### config.mk
export PLATFORM = sky130hd
export DESIGN_NAME = watchdog_interval_timer
export DESIGN_NICKNAME = d
export VERILOG_FILES = /design/src/verilog/wdt_pkg.sv /design/src/verilog/watchdog_interval_timer.sv
export VERILOG_INCLUDE_DIRS = /design/src /design/src/verilog
export SDC_FILE = /design/constraint.sdc
export NUM_CORES = 1
export LEC_CHECK = 0
export BUFFER_PORTS_ARGS = -buffer_cell sky130_fd_sc_hd__buf_2
export CORE_ASPECT_RATIO = 0.75
export CORE_UTILIZATION = 40
export DETAILED_ROUTE_END_ITERATION = 6
export SYNTH_ARGS = -nofsm -noshare
export SYNTH_HDL_FRONTEND = slang
export SYNTH_SLANG_ARGS = --single-unit
### constraint.sdc
create_clock -name mclk -period 3.1 [get_ports mclk]
set_input_delay 0.31 -clock mclk [delete_from_list [all_inputs] [get_ports mclk]]
set_output_delay 0.31 -clock mclk [all_outputs]
set_load 0.03 [all_outputs]
### src/verilog/wdt_consts.svh
`ifndef WDT_CONSTS_SVH
`define WDT_CONSTS_SVH

// ****************************************************************
// addresses, low 16 bits
// ****************************************************************
`define WDT_ADDR_CTRL_CNT_WR   16'hffa8
`define WDT_ADDR_RSTCTL_WR     16'hffaa
`define WDT_ADDR_CTRL_RD       16'hffa8
`define WDT_ADDR_COUNT_RD      16'hffa9
`define WDT_ADDR_RSTCTL_RD     16'hffab

// ****************************************************************
// passwords and field layout
// ****************************************************************
`define WDT_PASS_COUNT         8'h5a
`define WDT_PASS_CTRL          8'ha5
`define WDT_CLEAR_DATA         8'h00
`define WDT_CTRL_RSV_VAL       2'h3
`define WDT_RSTCTL_RSV_VAL     6'h3f
`define WDT_OUT_EN_BIT         6
`define WDT_FLAG_BIT           7
`define WDT_UNMAPPED_RD        8'h00

// ****************************************************************
// reset values
// ****************************************************************
`define WDT_COUNT_RST          8'h00
`define WDT_CKS_RST            3'h0

// ****************************************************************
// prescaler masks, low bits all ones on a tick
// ****************************************************************
`define WDT_DIV2_MASK          12'h001
`define WDT_DIV32_MASK         12'h01f
`define WDT_DIV64_MASK         12'h03f
`define WDT_DIV128_MASK        12'h07f
`define WDT_DIV256_MASK        12'h0ff
`define WDT_DIV512_MASK        12'h1ff
`define WDT_DIV2048_MASK       12'h7ff
`define WDT_DIV4096_MASK       12'hfff

// ****************************************************************
// timing, one state is one mclk period
// ****************************************************************
`define WDT_CYCLES_PER_STATE   1
`define WDT_INT_RST_STATES     518
`define WDT_EXT_RST_STATES     132
`define WDT_INT_RST_CYCLES     (`WDT_INT_RST_STATES * `WDT_CYCLES_PER_STATE)
`define WDT_EXT_RST_CYCLES     (`WDT_EXT_RST_STATES * `WDT_CYCLES_PER_STATE)

`endif

### src/verilog/wdt_pkg.sv
`default_nettype none
package wdt_pkg;

   // ****************************************************************
   // cpu bus request, one cycle per access
   // ****************************************************************
   typedef struct packed {
      logic [15:0] addr;
      logic        wr;
      logic        rd;
      logic        word;
      logic [15:0] wdata;
   } cpu_req_t;

   // ****************************************************************
   // control/status register layout
   // ****************************************************************
   typedef struct packed {
      logic       overflow_flag;
      logic       watchdog_or_interval_select;
      logic       count_enable;
      logic [1:0] rsv;
      logic [2:0] clock_select_field;
   } ctrl_t;

endpackage
`default_nettype wire
### src/verilog/watchdog_interval_timer.sv
`timescale 1ns/1ps
`default_nettype none
`include "wdt_consts.svh"

module watchdog_interval_timer
   import wdt_pkg::*;
(
   input  wire logic     mclk,
   input  wire logic     rst_n,
   input  wire cpu_req_t cpu_req,
   output logic [7:0]    cpu_rdata,
   output logic          interval_interrupt,
   output logic          chip_reset,
   output logic          reset_output_pin_n
);

   // ****************************************************************
   // helpers
   // ****************************************************************

   // low-bit mask whose all-ones state marks a counter clock
   function automatic logic [11:0] div_mask(input logic [2:0] sel);
      logic [11:0] m;
      m = `WDT_DIV2_MASK;
      unique case (sel)
         3'h0: m = `WDT_DIV2_MASK;
         3'h1: m = `WDT_DIV32_MASK;
         3'h2: m = `WDT_DIV64_MASK;
         3'h3: m = `WDT_DIV128_MASK;
         3'h4: m = `WDT_DIV256_MASK;
         3'h5: m = `WDT_DIV512_MASK;
         3'h6: m = `WDT_DIV2048_MASK;
         3'h7: m = `WDT_DIV4096_MASK;
      endcase
      return m;
   endfunction

   // ****************************************************************
   // state
   // ****************************************************************
   localparam logic [9:0] INT_RST_LEN = 10'(`WDT_INT_RST_CYCLES);
   localparam logic [7:0] EXT_RST_LEN = 8'(`WDT_EXT_RST_CYCLES);

   ctrl_t       ctrl_reg;
   ctrl_t       ctrl_next;
   logic [7:0]  count_reg;
   logic [7:0]  count_next;
   logic [11:0] presc_reg;
   logic        wd_flag_reg;
   logic        wd_flag_next;
   logic        out_en_reg;
   logic        out_en_next;
   logic        clr_armed_reg;
   logic        clr_armed_next;
   logic [9:0]  int_cnt_reg;
   logic [9:0]  int_cnt_next;
   logic [7:0]  ext_cnt_reg;
   logic [7:0]  ext_cnt_next;
   logic [7:0]  rdata_reg;
   logic [7:0]  rdata_next;

   // ****************************************************************
   // write decode
   // ****************************************************************

   // byte writes never pass: a stray byte store cannot feed the dog
   wire       word_wr  = cpu_req.wr & cpu_req.word;
   wire [7:0] wr_pass  = cpu_req.wdata[15:8];
   wire [7:0] wr_low   = cpu_req.wdata[7:0];
   wire       in_rst   = (int_cnt_reg != 10'h000);
   wire       wr_ok    = word_wr & ~in_rst;
   wire       at_cc    = (cpu_req.addr == `WDT_ADDR_CTRL_CNT_WR);
   wire       at_rc    = (cpu_req.addr == `WDT_ADDR_RSTCTL_WR);

   // other passwords fall through every decode below
   wire       cnt_wr   = wr_ok & at_cc & (wr_pass == `WDT_PASS_COUNT);
   wire       ctl_wr   = wr_ok & at_cc & (wr_pass == `WDT_PASS_CTRL);
   wire       flag_clr = wr_ok & at_rc & (wr_pass == `WDT_PASS_CTRL)
                       & (wr_low == `WDT_CLEAR_DATA);
   wire       oe_wr    = wr_ok & at_rc & (wr_pass == `WDT_PASS_COUNT);

   // ****************************************************************
   // read decode
   // ****************************************************************
   wire rd_ctrl = cpu_req.rd & (cpu_req.addr == `WDT_ADDR_CTRL_RD);
   wire rd_cnt  = cpu_req.rd & (cpu_req.addr == `WDT_ADDR_COUNT_RD);
   wire rd_rst  = cpu_req.rd & (cpu_req.addr == `WDT_ADDR_RSTCTL_RD);
   wire [7:0] ctrl_view = {ctrl_reg.overflow_flag,
                           ctrl_reg.watchdog_or_interval_select,
                           ctrl_reg.count_enable,
                           `WDT_CTRL_RSV_VAL,
                           ctrl_reg.clock_select_field};
   wire [7:0] rst_view  = {wd_flag_reg, out_en_reg, `WDT_RSTCTL_RSV_VAL};

   // ****************************************************************
   // counting
   // ****************************************************************

   // clock select changed on the fly may drop or add one tick;
   // software is expected to stop the counter first
   wire tick     = &(presc_reg | ~div_mask(ctrl_reg.clock_select_field));
   wire run      = ctrl_reg.count_enable;
   wire overflow = run & tick & ~cnt_wr & ~in_rst
                 & (count_reg == 8'hff);
   wire wd_mode  = ctrl_reg.watchdog_or_interval_select;
   wire wd_fire  = overflow & wd_mode;

   // counter: reset, then enable, then write, then increment
   always_comb begin
      count_next = count_reg;
      if (in_rst || !run) begin
         count_next = `WDT_COUNT_RST;
      end else if (cnt_wr) begin
         count_next = wr_low;
      end else if (tick) begin
         count_next = count_reg + 8'h01;
      end
   end

   // ****************************************************************
   // control/status register
   // ****************************************************************

   // a read that sees the flag set arms the clear
   assign clr_armed_next = in_rst ? 1'b0 :
                           (rd_ctrl & ctrl_reg.overflow_flag) ? 1'b1 :
                           ctl_wr ? 1'b0 : clr_armed_reg;

   always_comb begin
      ctrl_next = ctrl_reg;
      if (in_rst) begin
         ctrl_next.overflow_flag               = 1'b0;
         ctrl_next.watchdog_or_interval_select = 1'b0;
         ctrl_next.count_enable                = 1'b0;
         ctrl_next.clock_select_field          = `WDT_CKS_RST;
      end else begin
         if (ctl_wr) begin
            ctrl_next.watchdog_or_interval_select = wr_low[6];
            ctrl_next.count_enable                = wr_low[5];
            ctrl_next.clock_select_field          = wr_low[2:0];
            // only a zero after a read of one clears the flag
            if (!wr_low[`WDT_FLAG_BIT] && clr_armed_reg) begin
               ctrl_next.overflow_flag = 1'b0;
            end
         end
         // a fresh overflow outranks a clear in the same cycle
         if (overflow) begin
            ctrl_next.overflow_flag = 1'b1;
         end
      end
      ctrl_next.rsv = `WDT_CTRL_RSV_VAL;
   end

   // ****************************************************************
   // reset cause register
   // ****************************************************************

   // the chip reset leaves both bits alone; only rst_n or a software write clears them
   assign wd_flag_next = wd_fire ? 1'b1 :
                         flag_clr ? 1'b0 : wd_flag_reg;
   assign out_en_next  = oe_wr ? wr_low[`WDT_OUT_EN_BIT] : out_en_reg;

   // ****************************************************************
   // reset pulse timers
   // ****************************************************************
   assign int_cnt_next = wd_fire ? INT_RST_LEN :
                         in_rst ? int_cnt_reg - 10'h001 : int_cnt_reg;
   assign ext_cnt_next = (wd_fire && out_en_reg) ? EXT_RST_LEN :
                         (ext_cnt_reg != 8'h00) ? ext_cnt_reg - 8'h01 :
                         ext_cnt_reg;

   // ****************************************************************
   // read data
   // ****************************************************************

   // unread cycles hold the last value so the bus sees no glitch
   assign rdata_next = rd_ctrl ? ctrl_view :
                       rd_cnt  ? count_reg :
                       rd_rst  ? rst_view  :
                       cpu_req.rd ? `WDT_UNMAPPED_RD : rdata_reg;

   // ****************************************************************
   // registers, pin reset first
   // ****************************************************************

   // rst_n is tested ahead of the overflow path, so a pin reset
   // arriving together with a watchdog reset counts as a pin reset
   always_ff @(posedge mclk) begin
      if (!rst_n) begin
         ctrl_reg      <= '{1'b0, 1'b0, 1'b0, `WDT_CTRL_RSV_VAL, `WDT_CKS_RST};
         count_reg     <= `WDT_COUNT_RST;
         presc_reg     <= 12'h000;
         wd_flag_reg   <= 1'b0;
         out_en_reg    <= 1'b0;
         clr_armed_reg <= 1'b0;
         int_cnt_reg   <= 10'h000;
         ext_cnt_reg   <= 8'h00;
         rdata_reg     <= 8'h00;
      end else begin
         ctrl_reg      <= ctrl_next;
         count_reg     <= count_next;
         presc_reg     <= presc_reg + 12'h001;
         wd_flag_reg   <= wd_flag_next;
         out_en_reg    <= out_en_next;
         clr_armed_reg <= clr_armed_next;
         int_cnt_reg   <= int_cnt_next;
         ext_cnt_reg   <= ext_cnt_next;
         rdata_reg     <= rdata_next;
      end
   end

   // ****************************************************************
   // outputs
   // ****************************************************************

   // interrupt follows the flag in interval mode only, so it stays up until cleared or watchdog mode is set
   assign interval_interrupt = ctrl_reg.overflow_flag & ~wd_mode;
   assign chip_reset         = in_rst;
   assign reset_output_pin_n = (ext_cnt_reg == 8'h00);
   assign cpu_rdata          = rdata_reg;

endmodule // watchdog_interval_timer
`default_nettype wire

==> results.sh <==
export IMPL_hpwlAfterDp_mm=5.47
export IMPL_pre_cts_ws_ns=0.552
export IMPL_io_buffers=47
export IMPL_synth_area_top_cells="dfxtp_1 (40%), nand2_1 (4.6%), a21oi_1 (4.5%), xnor2_1 (3.9%), nor2_1 (3.7%)"
export IMPL_ctsHtreeMaxLevel=3
export IMPL_crit_arrival_ns=2.47
export IMPL_cts_root_to_sink_buffers=2
export IMPL_clock_latency_ns=0.34
export IMPL_avgSynthCellArea_um2=8.41
export IMPL_clkTransAtPathRegs_ns=0.07
export IMPL_min_path_cells=3
export IMPL_final_hold_violation_count=0
export IMPL_syn_num_nets=413
export IMPL_finalNetCount=455
export IMPL_drt_first_iter_violations=205
export IMPL_mappedNetlistArea_mm2=0.00312
export IMPL_min_delay_path_class="in2reg"
export IMPL_fp_coreArea_mm2=0.00743
export IMPL_whs_endpoint="ctrl_reg[0]"
export IMPL_p_per_area_mw_per_mm2=692
export IMPL_cts_tree="yes"
export IMPL_synth_yosys_seq_area_share_pct=39.8
export IMPL_swShare_pct=32.6
export IMPL_floorplan_initialDensity_pct=42.0
export IMPL_grt_first_pass_wirelength_mm=12.6
export IMPL_timing_hold_worst_start="cpu_req[0]"
export IMPL_first_global_vias=2586
export IMPL_cell_leakage_power_nw=1.34
export IMPL_p_sw_w=0.000824
export IMPL_timing_max_transition_violations_final=0
export IMPL_result_of_the_run="finished, final reports clean"
export IMPL_ioPinCount=48
export IMPL_fillers=729
export IMPL_final_min_period_over_clock_period_pct=89.6
export IMPL_setup_fix_bufs_post_cts=0
export IMPL_most_common_library_cell_in_the_layout_ignoring_fill_and_taps="dfxtp_1"
export IMPL_drv_cap=0
export IMPL_worst_slew_pin_transition_ns=0.949
export IMPL_synth_largest_area_cell="dfxtp_1"
export IMPL_route_final_wire_length_mm=7.52
export IMPL_cts_made_buffers=9
export IMPL_critical_path_peak_fanout=5
export IMPL_synth_warning_count=0
export IMPL_finalHoldWorstSlack_ns=0.271
export IMPL_setup_slack_on_the_worst_flop_to_flop_path_ns=0.47
export IMPL_design_die_area_mm2=0.00816
export IMPL_reg2reg_from="int_cnt_reg[0]"
export IMPL_asyncSetResetFlopFracSynth_pct=0
export IMPL_die_width_um=104
export IMPL_routabilityCongestion=0.861
export IMPL_antenna_violating_nets_post_route=0
export IMPL_timing_setup_tns_ns=0
export IMPL_drt_vias_per_instance=5.42
export IMPL_cp_start_kind="register"
export IMPL_fmaxAchievable_mhz=360
export IMPL_layout_cells_non_filler=519
export IMPL_clock_skew_final_ns=0.0107
export IMPL_die_height_um=78.5
export IMPL_worst_slew_margin_rel_pct=36.7
export IMPL_synthesized_instance_count=371
export IMPL_worst_slack_ns=0.323
export IMPL_vdd_drop_max_mv=0.232
export IMPL_drt_pass1_iterations=5
export IMPL_insertedDiodeCount=0
export IMPL_layout_core_utilization_pct=49.1
export IMPL_timing_final_setup_violations=0
export IMPL_grt_max_degree=30
export IMPL_setup_worst_path_end_class="output port"
export IMPL_synth_enable_flop_cells=0
export IMPL_yosysTopAreaCellShare_pct=39.8
export IMPL_power_combinational_fraction_pct=28.9
export IMPL_rsz0062_at_grt="no"
export IMPL_rows=27
export IMPL_dr_total_vias=2813
export IMPL_synthToLayoutAreaGrowth_pct=17.0
export IMPL_cts_root_buffer="clkbuf_8"
export IMPL_drt_drc_violations_left=0
export IMPL_yosys_cell_types_count=53
export IMPL_globalRoute_totalOverflow=0
export IMPL_routedWlPerCell_um=14.5
export IMPL_mostFrequentLayoutCells="dfxtp_1 (62), buf_2 (47), nand2_1 (38), nor2_1 (31), a21oi_1 (28)"
export IMPL_p_clk_share_pct=32.5
export IMPL_power_frac_seq_pct=38.6
export IMPL_ys_ff_latch=62
export IMPL_critical_path_required_ns=2.79
export IMPL_clock_sinks=62
export IMPL_critical_path_class="reg2out"
export IMPL_synth_flop_cell="dfxtp_1"
export IMPL_final_layout_size_suffix_gt1_share_pct=18.7
export IMPL_dpl_cell_count=503
export IMPL_reg2reg_depth=8
export IMPL_p_int_w=0.00170
export IMPL_grt_usage_pct=19.8
export IMPL_period_minus_slack_ns=2.78
export IMPL_antenna_found_initial=0
export IMPL_cts_hold_buffers_added=0
export IMPL_cts_repair_resize_count=0
per-layer routing:
metal  share of wire (%)  up-vias  global-route usage [%]
li1                    -     1414                       -
met1                  49     1279                    27.6
met2                  42      113                    28.9
met3                 8.1        7                    6.15
met4                0.97        0                    6.00
met5                   0        -                       0
metrics by stage:
step / area [um2] / total power [W]
after floorplan: 3120 / 0.00157
after global placement: 3420 / 0.00170
after detailed placement: 3420 / 0.00172
after CTS: 3650 / 0.00254
after global routing: 3650 / 0.00269
final: 3650 / 0.00253
synth_stat cells (all sizes together), types with 3 or more instances:
cell	n
a21oi	28
buf	9
a211oi	10
ha	5
nand3	20
nand2	38
o211ai	5
o21ai	9
nor2b	6
clkbuf	11
nor4bb	4
xnor2	14
and3	9
inv	9
and2	3
dfxtp	62
xor2	13
nand4	12
nand2b	13
nor2	31
nor4	13
mux2	3
nor3	15
power by group through the flow:
stage / Clock (W) / Sequential (W) / Combinational [W]
6_report: 0.000821 / 0.000976 / 0.000729
5_1_grt: 0.000882 / 0.000988 / 0.000817
4_1_cts: 0.000842 / 0.000976 / 0.000727
3_5_place_dp: 0 / 0.000994 / 0.000722
3_3_place_gp: 0 / 0.000992 / 0.000713
2_1_floorplan: 0 / 0.000977 / 0.000591
cell families (layout without fill, tap and decap cells):
logic type | after synthesis | count (layout) | synth area share, %
xor+xnor | 27 | 27 | 7.58
flops | 62 | 62 | 39.8
mux | 5 | 5 | 1.72
fa+ha+maj | 5 | 5 | 2.01
simple gates | 177 | 177 | 31.2
buf+inv | 29 | 76 | 4.09
compound gates | 66 | 66 | 13.6
how the worst max path moves through the flow:
stage | startpoint | endpoint
after floorplan | ext_cnt_reg[0] | reset_output_pin_n
after global placement | int_cnt_reg[0] | register
after detailed placement | int_cnt_reg[0] | register
after CTS | ext_cnt_reg[0] | reset_output_pin_n
after global routing | ext_cnt_reg[1] | reset_output_pin_n
final | ext_cnt_reg[0] | reset_output_pin_n
layout make-up:
class,count,area (um2),share of cell area [%]
Clock inverter,5,81.3,2.23
Clock buffer,11,151,4.15
Tap cell,101,126,3.46
Sequential cell,62,1240,34.0
Multi-Input combinational cell,280,1750,48.0
Timing Repair Buffer,51,265,7.27
Inverter,9,33.8,0.926
worst max-delay path: stages (launching register included):
cell,delay (ns)
dfxtp_1,0.33
inv_1,0.06
ha_1,0.18
or3b_2,0.49
or4b_2,0.71
inv_1,0.16
buf_2,0.21
No activity file was read; power rests on OpenSTA's default activity.
